## src/verilog/fet_drv_cfg.svh

```systemverilog
// Constants for the protection transistor driver control.
// Assumes a 50 MHz reference clock.
`ifndef FET_DRV_CFG_SVH
`define FET_DRV_CFG_SVH
`define CLK_PERIOD_NS      20
`define PULLDOWN_TIME_US   100
`define PULLDOWN_CYCLES    ((`PULLDOWN_TIME_US * 1000) / `CLK_PERIOD_NS)
`define PWM_PERIOD_RST     16'h0100
`define PWM_DUTY_RST       16'h0100
`define BODY_THRESH_RST    16'h0064
`endif

```

## src/verilog/fet_drv_pkg.sv

```systemverilog
// Types shared by the transistor driver control.
// Assumes nothing beyond the config header.
`default_nettype none
package fet_drv_pkg;
   // Faults that can block the charge driver
   typedef struct packed {
      logic cellHigh;
      logic hotCharge;
      logic coldCharge;
      logic chargeOvercurrent;
      logic shortCircuit;
      logic diag;
   } chg_faults_t;
   // Faults that can block the discharge driver
   typedef struct packed {
      logic cellLow;
      logic hotDischarge;
      logic coldDischarge;
      logic ocTier1;
      logic ocTier2;
      logic shortCircuit;
      logic diag;
   } dsg_faults_t;
   // PWM settings of one driver
   typedef struct packed {
      logic        enable;
      logic [15:0] period;
      logic [15:0] duty;
   } pwm_cfg_t;
   typedef enum logic [1:0] {CHG_OFF, CHG_PULL, CHG_ON} chg_state_t;
endpackage : fet_drv_pkg
`default_nettype wire

```

## src/verilog/fet_driver_control.sv

```systemverilog
// Charge and discharge protection transistor driver control.
// Assumes all inputs synchronous to ref_clk; pins are resolved outside.
`include "fet_drv_cfg.svh"
`default_nettype none
module fet_driver_control #(
   parameter int PULL_CYCLES = `PULLDOWN_CYCLES
) (
   // Clock and reset
   input  wire logic                      ref_clk,
   input  wire logic                      srst,
   // Configuration
   input  wire logic                      seriesMode,
   input  wire logic                      bodyDiodeEn,
   input  wire logic                      forceAllowed,
   input  wire logic [15:0]               bodyThresh,
   input  wire fet_drv_pkg::chg_faults_t  chgSelect,
   input  wire fet_drv_pkg::dsg_faults_t  dsgSelect,
   input  wire logic                      pwmLoad,
   input  wire fet_drv_pkg::pwm_cfg_t     chgPwmIn,
   input  wire fet_drv_pkg::pwm_cfg_t     dsgPwmIn,
   // Host commands, one-cycle pulses
   input  wire logic                      chgBlockSet,
   input  wire logic                      chgBlockClr,
   input  wire logic                      dsgBlockSet,
   input  wire logic                      dsgBlockClr,
   input  wire logic                      chgForceSet,
   input  wire logic                      chgForceClr,
   input  wire logic                      dsgForceSet,
   input  wire logic                      dsgForceClr,
   // Measurements and faults
   input  wire logic signed [15:0]        ccCurrent,
   input  wire logic                      chargerPresent,
   input  wire fet_drv_pkg::chg_faults_t  chgFaults,
   input  wire fet_drv_pkg::dsg_faults_t  dsgFaults,
   // Driver pins
   output logic                           chargeFetDriverHigh,
   output logic                           chargeFetDriverPullLow,
   output logic                           dischargeFetDriver,
   output logic                           dsgOvercurrentEnable,
   output logic                           ovcurrentAllEnable
);
   logic chgBlock_q, dsgBlock_q, chgForce_q, dsgForce_q;
   fet_drv_pkg::pwm_cfg_t chgPwm_q, dsgPwm_q;
   logic [15:0] chgCnt_q, dsgCnt_q;
   logic [31:0] pullCnt_q;
   fet_drv_pkg::chg_state_t chgState_q, chgState_d;
   logic chgFault, dsgFault, charging, discharging, bigCurrent;
   logic bdChg, bdDsg, chgWant, dsgWant, chgPwmOn, dsgPwmOn, chgOn, dsgOn;
   logic [15:0] absCur;

   // Host commands latch until removed; force only when permitted
   always_ff @(posedge ref_clk) begin
      if (srst) begin
         chgBlock_q <= 1'b0;
         dsgBlock_q <= 1'b0;
         chgForce_q <= 1'b0;
         dsgForce_q <= 1'b0;
      end else begin
         if (chgBlockSet) chgBlock_q <= 1'b1;
         else if (chgBlockClr) chgBlock_q <= 1'b0;
         if (dsgBlockSet) dsgBlock_q <= 1'b1;
         else if (dsgBlockClr) dsgBlock_q <= 1'b0;
         if (chgForceSet && forceAllowed) chgForce_q <= 1'b1;
         else if (chgForceClr || !forceAllowed) chgForce_q <= 1'b0;
         if (dsgForceSet && forceAllowed) dsgForce_q <= 1'b1;
         else if (dsgForceClr || !forceAllowed) dsgForce_q <= 1'b0;
      end
   end

   // PWM settings storage
   always_ff @(posedge ref_clk) begin
      if (srst) begin
         chgPwm_q <= {1'b0, `PWM_PERIOD_RST, `PWM_DUTY_RST};
         dsgPwm_q <= {1'b0, `PWM_PERIOD_RST, `PWM_DUTY_RST};
      end else if (pwmLoad) begin
         chgPwm_q <= chgPwmIn;
         dsgPwm_q <= dsgPwmIn;
      end
   end

   // Fault gating and current direction
   always_comb begin
      chgFault    = |(chgFaults & chgSelect);
      dsgFault    = |(dsgFaults & dsgSelect);
      absCur      = ccCurrent[15] ? 16'(-ccCurrent) : ccCurrent;
      bigCurrent  = absCur > bodyThresh;
      charging    = bigCurrent && !ccCurrent[15];
      discharging = bigCurrent && ccCurrent[15];
      chgWant     = (!chgBlock_q && !chgFault) || chgForce_q;
      dsgWant     = (!dsgBlock_q && !dsgFault) || dsgForce_q;
      // Series only, exactly one driver wanted on
      bdDsg = bodyDiodeEn && seriesMode && chgWant && !dsgWant && charging;
      bdChg = bodyDiodeEn && seriesMode && dsgWant && !chgWant && discharging;
   end

   // PWM period counters
   always_ff @(posedge ref_clk) begin
      if (srst || chgCnt_q >= chgPwm_q.period - 16'h0001) chgCnt_q <= 16'h0000;
      else chgCnt_q <= chgCnt_q + 16'h0001;
   end
   always_ff @(posedge ref_clk) begin
      if (srst || dsgCnt_q >= dsgPwm_q.period - 16'h0001) dsgCnt_q <= 16'h0000;
      else dsgCnt_q <= dsgCnt_q + 16'h0001;
   end

   // Faults gate PWM at once since want terms feed the final AND
   always_comb begin
      chgPwmOn = !chgPwm_q.enable || (chgCnt_q < chgPwm_q.duty);
      dsgPwmOn = !dsgPwm_q.enable || (dsgCnt_q < dsgPwm_q.duty);
      chgOn    = (chgWant && chgPwmOn) || bdChg;
      dsgOn    = (dsgWant && dsgPwmOn) || bdDsg;
   end

   // Discharge driver drives both ways; discharge overcurrent enable follows it, all-overcurrent enable tied high
   always_ff @(posedge ref_clk) begin
      if (srst) begin
         dischargeFetDriver   <= 1'b0;
         dsgOvercurrentEnable <= 1'b0;
      end else begin
         dischargeFetDriver   <= dsgOn;
         dsgOvercurrentEnable <= dsgOn;
      end
   end
   assign ovcurrentAllEnable = 1'b1;

   // Charge driver turn-off pulldown timer
   always_comb begin
      chgState_d = chgState_q;
      unique case (chgState_q)
         fet_drv_pkg::CHG_OFF:  if (chgOn) chgState_d = fet_drv_pkg::CHG_ON;
         fet_drv_pkg::CHG_ON:   if (!chgOn) chgState_d = fet_drv_pkg::CHG_PULL;
         fet_drv_pkg::CHG_PULL:
            if (chgOn) chgState_d = fet_drv_pkg::CHG_ON;
            else if (pullCnt_q >= 32'(PULL_CYCLES - 1)) chgState_d = fet_drv_pkg::CHG_OFF;
         default: chgState_d = fet_drv_pkg::CHG_OFF; // Unused code falls back to off
      endcase
   end
   always_ff @(posedge ref_clk) begin
      if (srst) chgState_q <= fet_drv_pkg::CHG_OFF;
      else chgState_q <= chgState_d;
   end
   // Count only while staying in pulldown, so the count never passes the limit
   always_ff @(posedge ref_clk) begin
      if (srst || chgState_q != fet_drv_pkg::CHG_PULL || chgState_d != fet_drv_pkg::CHG_PULL)
         pullCnt_q <= 32'h0;
      else pullCnt_q <= pullCnt_q + 32'h1;
   end
   // Charger present or not: the high pin drives in on, the low pin pulls down only in pulldown
   always_ff @(posedge ref_clk) begin
      if (srst) begin
         chargeFetDriverHigh    <= 1'b0;
         chargeFetDriverPullLow <= 1'b0;
      end else begin
         chargeFetDriverHigh    <= chgState_d == fet_drv_pkg::CHG_ON;
         chargeFetDriverPullLow <= chgState_d == fet_drv_pkg::CHG_PULL;
      end
   end

   // Command, permit and protection checks
   a_force_needs_permit: assert property (@(posedge ref_clk) disable iff (srst)
      !forceAllowed |=> !chgForce_q && !dsgForce_q) else $error("force without permit");
   a_force_dsg_on: assert property (@(posedge ref_clk) disable iff (srst)
      (dsgForce_q && dsgPwmOn) |=> dischargeFetDriver) else $error("dsg force ignored");
   a_block_holds: assert property (@(posedge ref_clk) disable iff (srst)
      chgBlock_q && !chgBlockClr |=> chgBlock_q) else $error("block dropped");
   a_dsg_prot_follow: assert property (@(posedge ref_clk) disable iff (srst)
      dsgOvercurrentEnable == dischargeFetDriver) else $error("protections not following");
   a_oc_always: assert property (@(posedge ref_clk) disable iff (srst)
      ovcurrentAllEnable) else $error("overcurrent disabled");

   // Fault gating checks
   a_dsg_fault_off: assert property (@(posedge ref_clk) disable iff (srst)
      (dsgFault && !dsgForce_q && !bdDsg) |=> !dischargeFetDriver)
      else $error("dsg on under fault");
   a_dsg_free_on: assert property (@(posedge ref_clk) disable iff (srst)
      (!dsgBlock_q && !dsgFault && !dsgPwm_q.enable) |=> dischargeFetDriver)
      else $error("dsg off without cause");
   a_chg_fault_off: assert property (@(posedge ref_clk) disable iff (srst)
      (chgFault && !chgForce_q && !bdChg) |=> !chargeFetDriverHigh)
      else $error("chg on under fault");
   a_chg_free_on: assert property (@(posedge ref_clk) disable iff (srst)
      (!chgBlock_q && !chgFault && !chgPwm_q.enable) |=> chargeFetDriverHigh)
      else $error("chg off without cause");

   // Body-diode checks
   a_bd_series: assert property (@(posedge ref_clk) disable iff (srst)
      (bdChg || bdDsg) |-> seriesMode && bigCurrent) else $error("body diode misuse");
   a_bd_direction: assert property (@(posedge ref_clk) disable iff (srst)
      (bdChg || bdDsg) |-> (bdChg == ccCurrent[15]))
      else $error("body diode wrong direction");

   // Pulldown timer checks
   a_pull_bounded: assert property (@(posedge ref_clk) disable iff (srst)
      pullCnt_q < 32'(PULL_CYCLES)) else $error("pulldown too long");
   a_pull_after_on: assert property (@(posedge ref_clk) disable iff (srst)
      $fell(chargeFetDriverHigh) && !srst |-> chargeFetDriverPullLow)
      else $error("no pulldown on turn off");
   a_pull_release: assert property (@(posedge ref_clk) disable iff (srst)
      (chgState_q == fet_drv_pkg::CHG_PULL && pullCnt_q >= 32'(PULL_CYCLES - 1) && !chgOn)
      |=> !chargeFetDriverPullLow && !chargeFetDriverHigh)
      else $error("pulldown not released");
   a_chg_pins_apart: assert property (@(posedge ref_clk) disable iff (srst)
      !(chargeFetDriverHigh && chargeFetDriverPullLow)) else $error("chg driven both ways");

   // Scenario covers
   c_bd_dsg: cover property (@(posedge ref_clk) bdDsg);
   c_bd_chg: cover property (@(posedge ref_clk) bdChg);
   c_pull_done: cover property (@(posedge ref_clk)
      chgState_q == fet_drv_pkg::CHG_PULL ##1 chgState_q == fet_drv_pkg::CHG_OFF);
   c_dsg_pwm: cover property (@(posedge ref_clk) dsgPwm_q.enable && $fell(dischargeFetDriver));
   c_chg_pwm_charger: cover property (@(posedge ref_clk)
      chargerPresent && chgPwm_q.enable && $rose(chargeFetDriverPullLow));
endmodule : fet_driver_control
`default_nettype wire

```

## config.mk

```make
export PLATFORM = sky130hd
export DESIGN_NAME = fet_driver_control
export DESIGN_NICKNAME = d
export VERILOG_FILES = /design/src/verilog/fet_drv_pkg.sv /design/src/verilog/fet_driver_control.sv
export VERILOG_INCLUDE_DIRS = /design/src /design/src/verilog
export SDC_FILE = /design/constraint.sdc
export NUM_CORES = 1
export LEC_CHECK = 0
export ABC_AREA = 1
export BUFFER_PORTS_ARGS = -buffer_cell sky130_fd_sc_hd__buf_2
export CAP_MARGIN = 25
export CORE_MARGIN = 5
export CORE_UTILIZATION = 30
export CTS_CLUSTER_SIZE = 30
export DETAILED_ROUTE_END_ITERATION = 10
export SLEW_MARGIN = 0
export SYNTH_ARGS = -nofsm -noshare
export SYNTH_HDL_FRONTEND = slang
export SYNTH_SLANG_ARGS = --single-unit
```

## constraint.sdc

```tcl
create_clock -name ref_clk -period 8.5 [get_ports ref_clk]
set_clock_uncertainty 0.1 [all_clocks]
set_input_delay 0.85 -clock ref_clk [delete_from_list [all_inputs] [get_ports ref_clk]]
set_output_delay 0.85 -clock ref_clk [all_outputs]
set_load 0.05 [all_outputs]
```

# Yosys cells after proc, flatten, opt, wreduce, memory -nomap -nowiden
# Cells that the tools add are included.
totals:
  out_inout_bits: 5
  elab_cells: 95
  inputBits: 139
  regBits: 139
op_classes:
  order_cmp: 6
  n_reduce_logical: 44
  n_addsub: 6
  mux: 14
  bitwise: 2
  eq_ne: 6
ops:
  columns: ["op", "count"]
  rows:
  - ["adder 16 x 1 -> 16 bit (second input constant)", 2]
  - ["adder 32 x 1 -> 32 bit (second input constant)", 1]
  - [">= comparator 16 bit", 2]
  - [">= comparator 32 x 13 -> 1 bit (second input constant)", 1]
  - ["less-than comparator 16 bit", 2]
  - ["subtractor 16 x 1 -> 16 bit (second input constant)", 2]
  - ["> comparator 16 bit", 1]
  - ["2-to-1 mux 16 bit", 1]
  - ["negator 16 bit", 1]
  - ["logical AND 1 bit", 15]
  - ["logical OR 1 bit", 12]
  - ["zero test 1 bit", 10]
  - ["2-to-1 mux 1 bit", 8]
  - ["2-to-1 mux 2 bit", 4]
  - ["nonzero test 2 bit", 4]
  - ["AND 7 bit", 1]
  - ["OR reduction 7 bit", 1]
  - ["AND 6 bit", 1]
  - ["case mux 2 bit (3 select lines)", 1]
  - ["OR reduction 6 bit", 1]
  - ["equality test 2 x 1 -> 1 bit (second input constant)", 2]
  - ["equality test 2 bit (second input constant)", 2]
  - ["inequality test 2 x 1 -> 1 bit (second input constant)", 2]
  - ["zero test 2 bit", 1]

# Depth between registers and ports, before layout
# Gate-level depths: netlist (run 1).
depth:
  ltp_word: 13
  mapped_depth: 20

# Worst setup path before layout (run 1)
# No wires, ideal clock.
synth_path:
  kind: "input-to-reg"
  from: "input ccCurrent[0]"
  to: "register pullCnt_q[2]"
  required_ns: 8.283
  path_stages: 19
  slack_ns: 5.339
  arrival_ns: 2.944
  cell_sequence: "inv_1 > nand3_1 > nor2_1 > nand3_1 > nor3_1 > nand3_1 > o21ai_0 > xnor2_1 > ha_1 > nand2_1 > nor3_1 > nand2_1 > nand2_1 > nand3_1 > nand2_1 > nand2_1 > nand3_2 > buf_6 > nor2_2"
synth_between:
  elab_chain_cells: 10
  word_cells_on_any_way: 12
  classes_between: "add/sub (1); order compare (1); eq/ne (1); mux (5); reduce/logical (4)"
synth_rtl:
  columns: ["element", "line_no", "source"]
  rows:
  - ["start, declared", "fet_driver_control.sv:31", "input wire logic signed [15:0] ccCurrent,"]
  - ["negator 16 bit", "fet_driver_control.sv:85", "absCur = ccCurrent[15] ? 16'(-ccCurrent) : ccCurrent;"]
  - ["2-to-1 mux 16 bit (*)", "fet_driver_control.sv:85", null]
  - ["> comparator 16 bit (*)", "fet_driver_control.sv:86", "bigCurrent = absCur > bodyThresh;"]
  - ["logical AND 1 bit (*)", "fet_driver_control.sv:88", "discharging = bigCurrent && ccCurrent[15];"]
  - ["logical AND 1 bit (*)", "fet_driver_control.sv:93", "bdChg = bodyDiodeEn && seriesMode && dsgWant && !chgWant && discharging;"]
  - ["logical OR 1 bit (*)", "fet_driver_control.sv:110", "chgOn = (chgWant && chgPwmOn) || bdChg;"]
  - ["2-to-1 mux 2 bit (on tied branches)", "fet_driver_control.sv:133, fet_driver_control.sv:130, fet_driver_control.sv:131", null]
  - ["case mux 2 bit (3 select lines) (*)", "fet_driver_control.sv:129", "unique case (chgState_q)"]
  - ["inequality test 2 x 1 -> 1 bit (*)", "fet_driver_control.sv:144", "if (srst || chgState_q != fet_drv_pkg::CHG_PULL || chgState_d != fet_drv_pkg::CHG_PULL)"]
  - ["logical OR 1 bit (*)", "fet_driver_control.sv:144", null]
  - ["end signal, assigned", "fet_driver_control.sv:146", "else pullCnt_q <= pullCnt_q + 32'h1;"]
  - ["end, declared", "fet_driver_control.sv:45", "logic [31:0] pullCnt_q;"]
# Mark *: on every way between the ends. The rest lies on a longest branch, timed or not.
# A chain may end at the register's enable or synchronous reset.

# Worst setup path in the final report (run 1)
layout_path:
  from: "register chgPwm_q[16] in the netlist's numbering"
  to: "register chgCnt_q[9]"
layout_between:
  elab_chain_cells: 3
layout_rtl:
  columns: ["element", "line_no", "source"]
  rows:
  - ["start, declared", "fet_driver_control.sv:43", "fet_drv_pkg::pwm_cfg_t chgPwm_q, dsgPwm_q;"]
  - ["start signal, assigned", "fet_driver_control.sv:73", "chgPwm_q <= {1'b0, `PWM_PERIOD_RST, `PWM_DUTY_RST};"]
  - ["start signal, assigned", "fet_driver_control.sv:76", "chgPwm_q <= chgPwmIn;"]
  - ["subtractor 16 x 1 -> 16 bit", "fet_driver_control.sv:98", "if (srst || chgCnt_q >= chgPwm_q.period - 16'h0001) chgCnt_q <= 16'h0000;"]
  - [">= comparator 16 bit", "fet_driver_control.sv:98", null]
  - ["logical OR 1 bit", "fet_driver_control.sv:98", null]
  - ["end signal, assigned", "fet_driver_control.sv:99", "else chgCnt_q <= chgCnt_q + 16'h0001;"]
  - ["end, declared", "fet_driver_control.sv:44", "logic [15:0] chgCnt_q, dsgCnt_q;"]
# No other way between the ends.

==> results of run 1 <==
layer usage:
| layer | up-vias | track usage | share of wire | wire length [um] |
|---|---|---|---|---|
| met1 | 3007 | 0.171 | 0.47 | 8750 |
| met5 | - | 0 | 0 | 0 |
| met4 | 0 | 0.0382 | 0.013 | 238 |
| li1 | 3607 | - | - | - |
| met3 | 16 | 0.0290 | 0.042 | 774 |
| met2 | 95 | 0.213 | 0.47 | 8740 |
worst register-to-register path: stages, from the launching register on:
cell and delay [ps]:
dfxtp_1 310, inv_1 120, ha_1 210, nand3_1 150
nor3_2 210, nand2_1 130, inv_1 100, nand3_1 110
nor3_1 190, xor2_1 180, ha_1 250, nand2_1 70
inv_1 40, nand3_1 90, inv_1 50, a21oi_1 170
nand4_1 620, nor3_1 330
through the flow:
stage          instance area, um2  total power, uW  instances   util
6_report                     9410             1680       1523  0.373
5_1_grt                      9410             1770       1523  0.373
4_1_cts                      9410             1710       1522  0.372
3_5_place_dp                 8810              940       1492  0.349
3_3_place_gp                 8810              933       1492  0.349
2_1_floorplan                7790              863       1045      -
final timing paths:
path	start	slack, ps	to	cells past startpoint
worst max register to register	chgPwm_q[16]$_SDFFE_PP0P_	4990	chgCnt_q[9]$_SDFF_PP0_	17
worst max-delay path	chgPwm_q[16]$_SDFFE_PP0P_	4990	chgCnt_q[9]$_SDFF_PP0_	17
worst min register to register	dsgPwm_q[4]$_SDFFE_PP0P_	360	dsgPwm_q[4]$_SDFFE_PP0P_	2
worst min-delay path	dsgPwm_q[4]$_SDFFE_PP0P_	360	dsgPwm_q[4]$_SDFFE_PP0P_	2
registers in the layout, indices dropped and copies added, names as in the netlist:
signal                  count
chgPwm_q                   33
dsgPwm_q                   33
pullCnt_q                  32
chgCnt_q                   16
dsgCnt_q                   16
chgState_q                  2
chargeFetDriverHigh         1
chargeFetDriverPullLow      1
chgBlock_q                  1
chgForce_q                  1
dsgBlock_q                  1
dsgForce_q                  1
dsgOvercurrentEnable        1
final cells by class:
class                           count  area [um2]  share of cell area
Multi-Input combinational cell    739        4360               0.464
Antenna cell                        1        2.50            0.000266
Sequential cell                   139        2780               0.296
Clock buffer                       17         425              0.0452
Clock inverter                     13         171              0.0182
Tap cell                          330         413              0.0439
Timing Repair Buffer              143         721              0.0766
Inverter                          141         529              0.0563
power breakdown:
part / internal [uW] / total, uW / switching, uW
combinational: 91.0 / 221 / 130
clock: 461 / 757 / 296
sequential: 683 / 702 / 19.3
total: 1240 / 1680 / 446
placed cells by master, fill, tap and decap left out, types with 2 or more instances in the layout:
cell type,count
clkinvlp_4,2
conb_1,20
clkbuf_16,17
buf_2,141
dfxtp_1,139
nor3b_2,2
a21o_1,2
inv_6,2
and2_2,2
nor4_1,3
inv_1,136
a31oi_1,2
xor2_1,48
xnor2_1,21
nor2_2,15
o211ai_1,2
bufinv_16,3
nor3_1,24
nor2_1,130
buf_4,2
clkinv_4,5
nor3_4,2
a21oi_1,94
nand2_1,143
inv_2,5
nor3_2,6
ha_1,84
o21ai_0,84
nand4_1,7
nand3_1,39
cell families (layout without fill, tap and decap cells):
kind of cell    Yosys count  count (layout)  share of synthesized area
other cells               2              21                   0.000972
fa+ha+maj                84              84                      0.136
xor+xnor                 69              69                     0.0782
simple gates            379             379                      0.217
buf+inv                 167             314                     0.0834
compound gates          187             187                      0.124
flops                   139             139                      0.360
==> qor.txt, run 1 <==
Rel. slew slack -> 0.479
router iterations before antenna repair -> 4
P per Cell Area -> 179 nW/um2
final wirelength -> 18.5 mm
type of the worst setup path -> flip-flop to flip-flop
Mean Syn Cell Area -> 7.52 um2
Worst Setup End Kind -> flip-flop
# rows -> 58
Hold/Removal Path Class -> flip-flop to flip-flop
CP arrival -> 3730 ps
cell count after synthesis -> 1,027
fin crit share -> 0.412
cell at the root of the clock tree -> clkbuf_16
global-route wire length before repair -> 30.4 mm
commonest register cell after synthesis -> dfxtp_1
Startpoint Class -> flip-flop
number of buffers on the longest clock path -> 2
Chip Height -> 170 um
max-cap viol count -> 0
CTS tree -> done
synth cell count leaders -> nand2_1 (143), dfxtp_1 (139), inv_1 (137)
Clock transition at path regs -> 60 ps
area of the core -> 25,300 um2
# nets final -> 1,404
Iter 0 DRT Violations -> 302
aggregate global routing overflow -> 0
overall via count from detail_route -> 6,725
setup ws final -> 4990 ps
cell type of the slowest stage on the worst timing path -> nand4_1
post-route ant nets -> 0
Crit path top cell by count -> inv_1
# clock sinks -> 139
Seq/Total Area, Yosys -> 0.360
GP Congestion -> 0.798
number of pins exceeding their max-slew limit in the final report -> 0
total DRC errors in the routed layout -> 0
CP delay by family, top -> simple AND/OR/NAND/NOR gates
post-layout min period -> 3510 ps
die area -> 29,100 um2
leakage dissipation -> 0.00446 uW
number of antenna violations at the first check in global routing -> 1
warnings from Yosys -> 0
unrepaired setup endpoints after global routing -> false
pin count of the biggest net entering global routing -> 87
final-layout setup total negative slack -> 0 ps
proportion of netlist area held by the largest area contributor -> 0.360
CTS H-tree depth -> 4
Final Setup Violations -> 0
largest area contributor in the synthesized netlist -> dfxtp_1
most instantiated library cell after synthesis -> nand2_1
delay of the slowest cell on the worst path -> 620 ps
WP data required -> 8730 ps
ranking of synthesized cells by area -> dfxtp_1 (36%), ha_1 (14%), nand2_1 (6.9%), inv_1 (6.7%), nor2_1 (6.3%)
outcome -> finished clean
Async SR Flop Fraction -> 0
post-CTS setup buffer count -> 0
Tightest Pin Transition -> 782 ps
Port Buf Inserts -> 141
number of global-route vias before repair -> 6,433
Area growth, synth to finish -> 21.8%
cell chain of the critical path -> inv_1 > ha_1 > nand3_1 > nor3_2 > nand2_1 > inv_1 > nand3_1 > nor3_1 > xor2_1 > ha_1 > nand2_1 > inv_1 > nand3_1 > inv_1 > a21oi_1 > nand4_1 > nor3_1
CP max FO -> 16
Buffers & Inverters on Critical Path -> 4
# fillers -> 2,746
number of enable-type register cells in the synthesized netlist -> 0
CTS-repair resized insts -> 0
number of placed I/O pins -> 144
HPWL after DPL -> 14.3 mm
number of buffers created by CTS -> 17
clock insertion delay at the later pin of the skew report -> 420 ps
horizontal die dimension -> 170 um
overall fraction of global-route tracks in use -> 0.130
maximum resistive drop on vdd -> 0.108 mV
routed length per instance -> 12.1 um
final number of hold-violating endpoints -> 0
#FFs+latches synth -> 139
Synth Cell Area -> 7720 um2
share of layout cells above drive strength 1 -> 0.176
achievable clock frequency -> 285 MHz
Post-CTS Hold Fix Bufs -> 0
initial core utilization -> 0.306
library cells used by synthesis -> 38
routed via count divided by cell count -> 4.42
Worst Setup Slack post-DPL -> 4650 ps
post-route worst hold slack -> 364 ps
Note: power is estimated with default switching activity, not from simulation.
==> inputs of run 2 (changes only) <==
Clock period 8.5 ns to 3.3 ns, I/O delays scaled along.
==> run 2 against run 1 <==
Compared with the run above: sequential power rose to 2.6 times the previous value; register-to-register slack worse by 4700 ps; design area grew 0.80%; sequential share of layout area decreased by 0.23 points; worst hold slack worse by 340 ps; first-iteration DRC count down 3.6%; power grew to 2.6 times the previous value; clock power rose to 2.5 times the previous value; routed wire length decreased by 0.62%; combinational power increased to 2.6 times the previous value; fmax up 18%; critical path type unchanged; largest power group unchanged.
==> qor.txt, run 2 (same netlist as run 1, synthesis figures left out) <==
pin count of the biggest net entering global routing -> 52
minimum setup slack among reg-to-reg paths -> 330 ps
area of the core -> 25,300 um2
# nets final -> 1,410
fin crit share -> 0.900
final wirelength -> 18.4 mm
post-route ant nets -> 0
post-route worst hold slack -> 25.9 ps
overall fraction of global-route tracks in use -> 0.129
maximum resistive drop on vdd -> 0.276 mV
final-layout setup total negative slack -> 0 ps
GP Congestion -> 0.832
horizontal die dimension -> 170 um
Routed met2 length -> 8.72 mm
Tightest Pin Transition -> 580 ps
P per Cell Area -> 453 nW/um2
max-cap viol count -> 0
CP max FO -> 16
Area growth, synth to finish -> 22.8%
Top Metal Used -> met5
Chip Height -> 170 um
start of the worst register-to-register path -> chgPwm_q[16]$_SDFFE_PP0P_
# clock sinks -> 139
share of layout cells above drive strength 1 -> 0.183
CTS tree -> done
routed via count divided by cell count -> 4.40
CTS H-tree depth -> 4
HPWL after DPL -> 14.4 mm
setup ws final -> 331 ps
outcome -> finished clean
router iterations before antenna repair -> 4
Clock transition at path regs -> 60 ps
number of placed I/O pins -> 144
# fillers -> 2,696
clock insertion delay at the later pin of the skew report -> 420 ps
final number of hold-violating endpoints -> 0
cell at the root of the clock tree -> clkbuf_16
depth of the worst hold-timing path -> 3
Startpoint Class -> flip-flop
WP data required -> 3540 ps
CP arrival -> 3210 ps
biggest registers after layout -> chgPwm_q: 33 flops, dsgPwm_q: 33 flops, pullCnt_q: 32 flops
worst hold start -> dsgBlockSet
endpoint of the most critical register-to-register path -> chgCnt_q[3]$_SDFF_PP0_
number of buffers on the longest clock path -> 2
post-route total power -> 4300 uW
met3 routed WL -> 744 um
die area -> 29,100 um2
post-layout min period -> 2970 ps
total DRC errors in the routed layout -> 0
number of pins exceeding their max-slew limit in the final report -> 0
top library cells by usage in the layout, fill and taps aside -> nand2_1 (143), buf_2 (141), dfxtp_1 (139)
routed length per instance -> 12.0 um
# rows -> 58
Diodes inserted -> 0
Worst R2R Path Depth -> 18
Iter 0 DRT Violations -> 291
overall via count from detail_route -> 6,727
Hold Crit Endpoint -> dsgBlock_q$_SDFFE_PP0P_
Hold/Removal Path Class -> primary input to flip-flop
initial core utilization -> 0.306
number of antenna violations at the first check in global routing -> 1
global-route wire length before repair -> 30.4 mm
Worst Setup End Kind -> flip-flop
achievable clock frequency -> 337 MHz
end-of-flow core utilization -> 0.376
Port Buf Inserts -> 141
Worst Setup Slack post-DPL -> -10.2 ps
leading cell type in the layout, fill and taps excluded -> nand2_1
leakage dissipation -> 0.00451 uW
Rel. slew slack -> 0.613
number of global-route vias before repair -> 6,390
Final Setup Violations -> 0
number of buffers created by CTS -> 17
aggregate global routing overflow -> 0
type of the worst setup path -> flip-flop to flip-flop
met1 routed wirelength after detailed routing -> 8.73 mm
==> run 2: worst max path at each step <==
stage / from / end / cells after the start
after CTS: dsgPwm_q[16]$_SDFFE_PP0P_ / dsgCnt_q[5]$_SDFF_PP0_ / 19
after global placement: ccCurrent[2] / pullCnt_q[9]$_SDFF_PP0_ / 18
after floorplan: dsgPwm_q[16]$_SDFFE_PP0P_ / dsgCnt_q[11]$_SDFF_PP0_ / 19
after global routing: dsgPwm_q[16]$_SDFFE_PP0P_ / dsgCnt_q[5]$_SDFF_PP0_ / 19
after detailed placement: ccCurrent[2] / pullCnt_q[10]$_SDFF_PP0_ / 18
final: chgPwm_q[16]$_SDFFE_PP0P_ / chgCnt_q[3]$_SDFF_PP0_ / 18
==> run 2: repair_timing <==
| item | 4_1_cts | 5_1_grt |
|---|---|---|
| gates resized for setup | 0 | 3 |
| setup endpoints to repair | 0 | 32 |
| setup buffers | 0 | 0 |
| hold endpoints to repair | 1 | 0 |
| hold buffers | 1 | 0 |
==> run 2: where the power goes <==
part           internal, uW  switching (uW)
Sequential             1760            50.1
Combinational           243             338
Clock                  1090             819
==> run 2: area by class of cell <==
class                           instances  area (um2)  area share
Clock buffer                           18         439      0.0463
Clock inverter                         14         148      0.0156
Tap cell                              330         413      0.0435
Sequential cell                       139        2780       0.293
Inverter                              141         529      0.0558
Timing Repair Buffer                  149         793      0.0836
Multi-Input combinational cell        739        4380       0.462
==> run 2: metal layers <==
| layer | vias to the layer above | track usage |
|---|---|---|
| li1 | 3628 | - |
| met1 | 2982 | 0.172 |
| met2 | 98 | 0.211 |
| met3 | 17 | 0.0314 |
| met4 | 2 | 0.0319 |
| met5 | - | 0 |
==> run 2: critical path, stage by stage, from the launching register on <==
cell and delay (ps):
dfxtp_1 310, inv_1 120, ha_1 200, nand3_1 150, nor3_2 200, nand2_1 130, inv_1 90, nand3_1 100
nor3_1 180, xor2_1 190, ha_1 250, nand2_1 70, inv_1 40, nand3_1 100, inv_1 50, a21oi_1 160
nand4_1 100, buf_4 210, nor3_1 140
==> run 2: per-stage QoR <==
step	instances	area, um2
5_1_grt	1530	9480
6_report	1530	9480
4_1_cts	1530	9470
3_3_place_gp	1497	8870
3_5_place_dp	1497	8870
2_1_floorplan	1045	7790
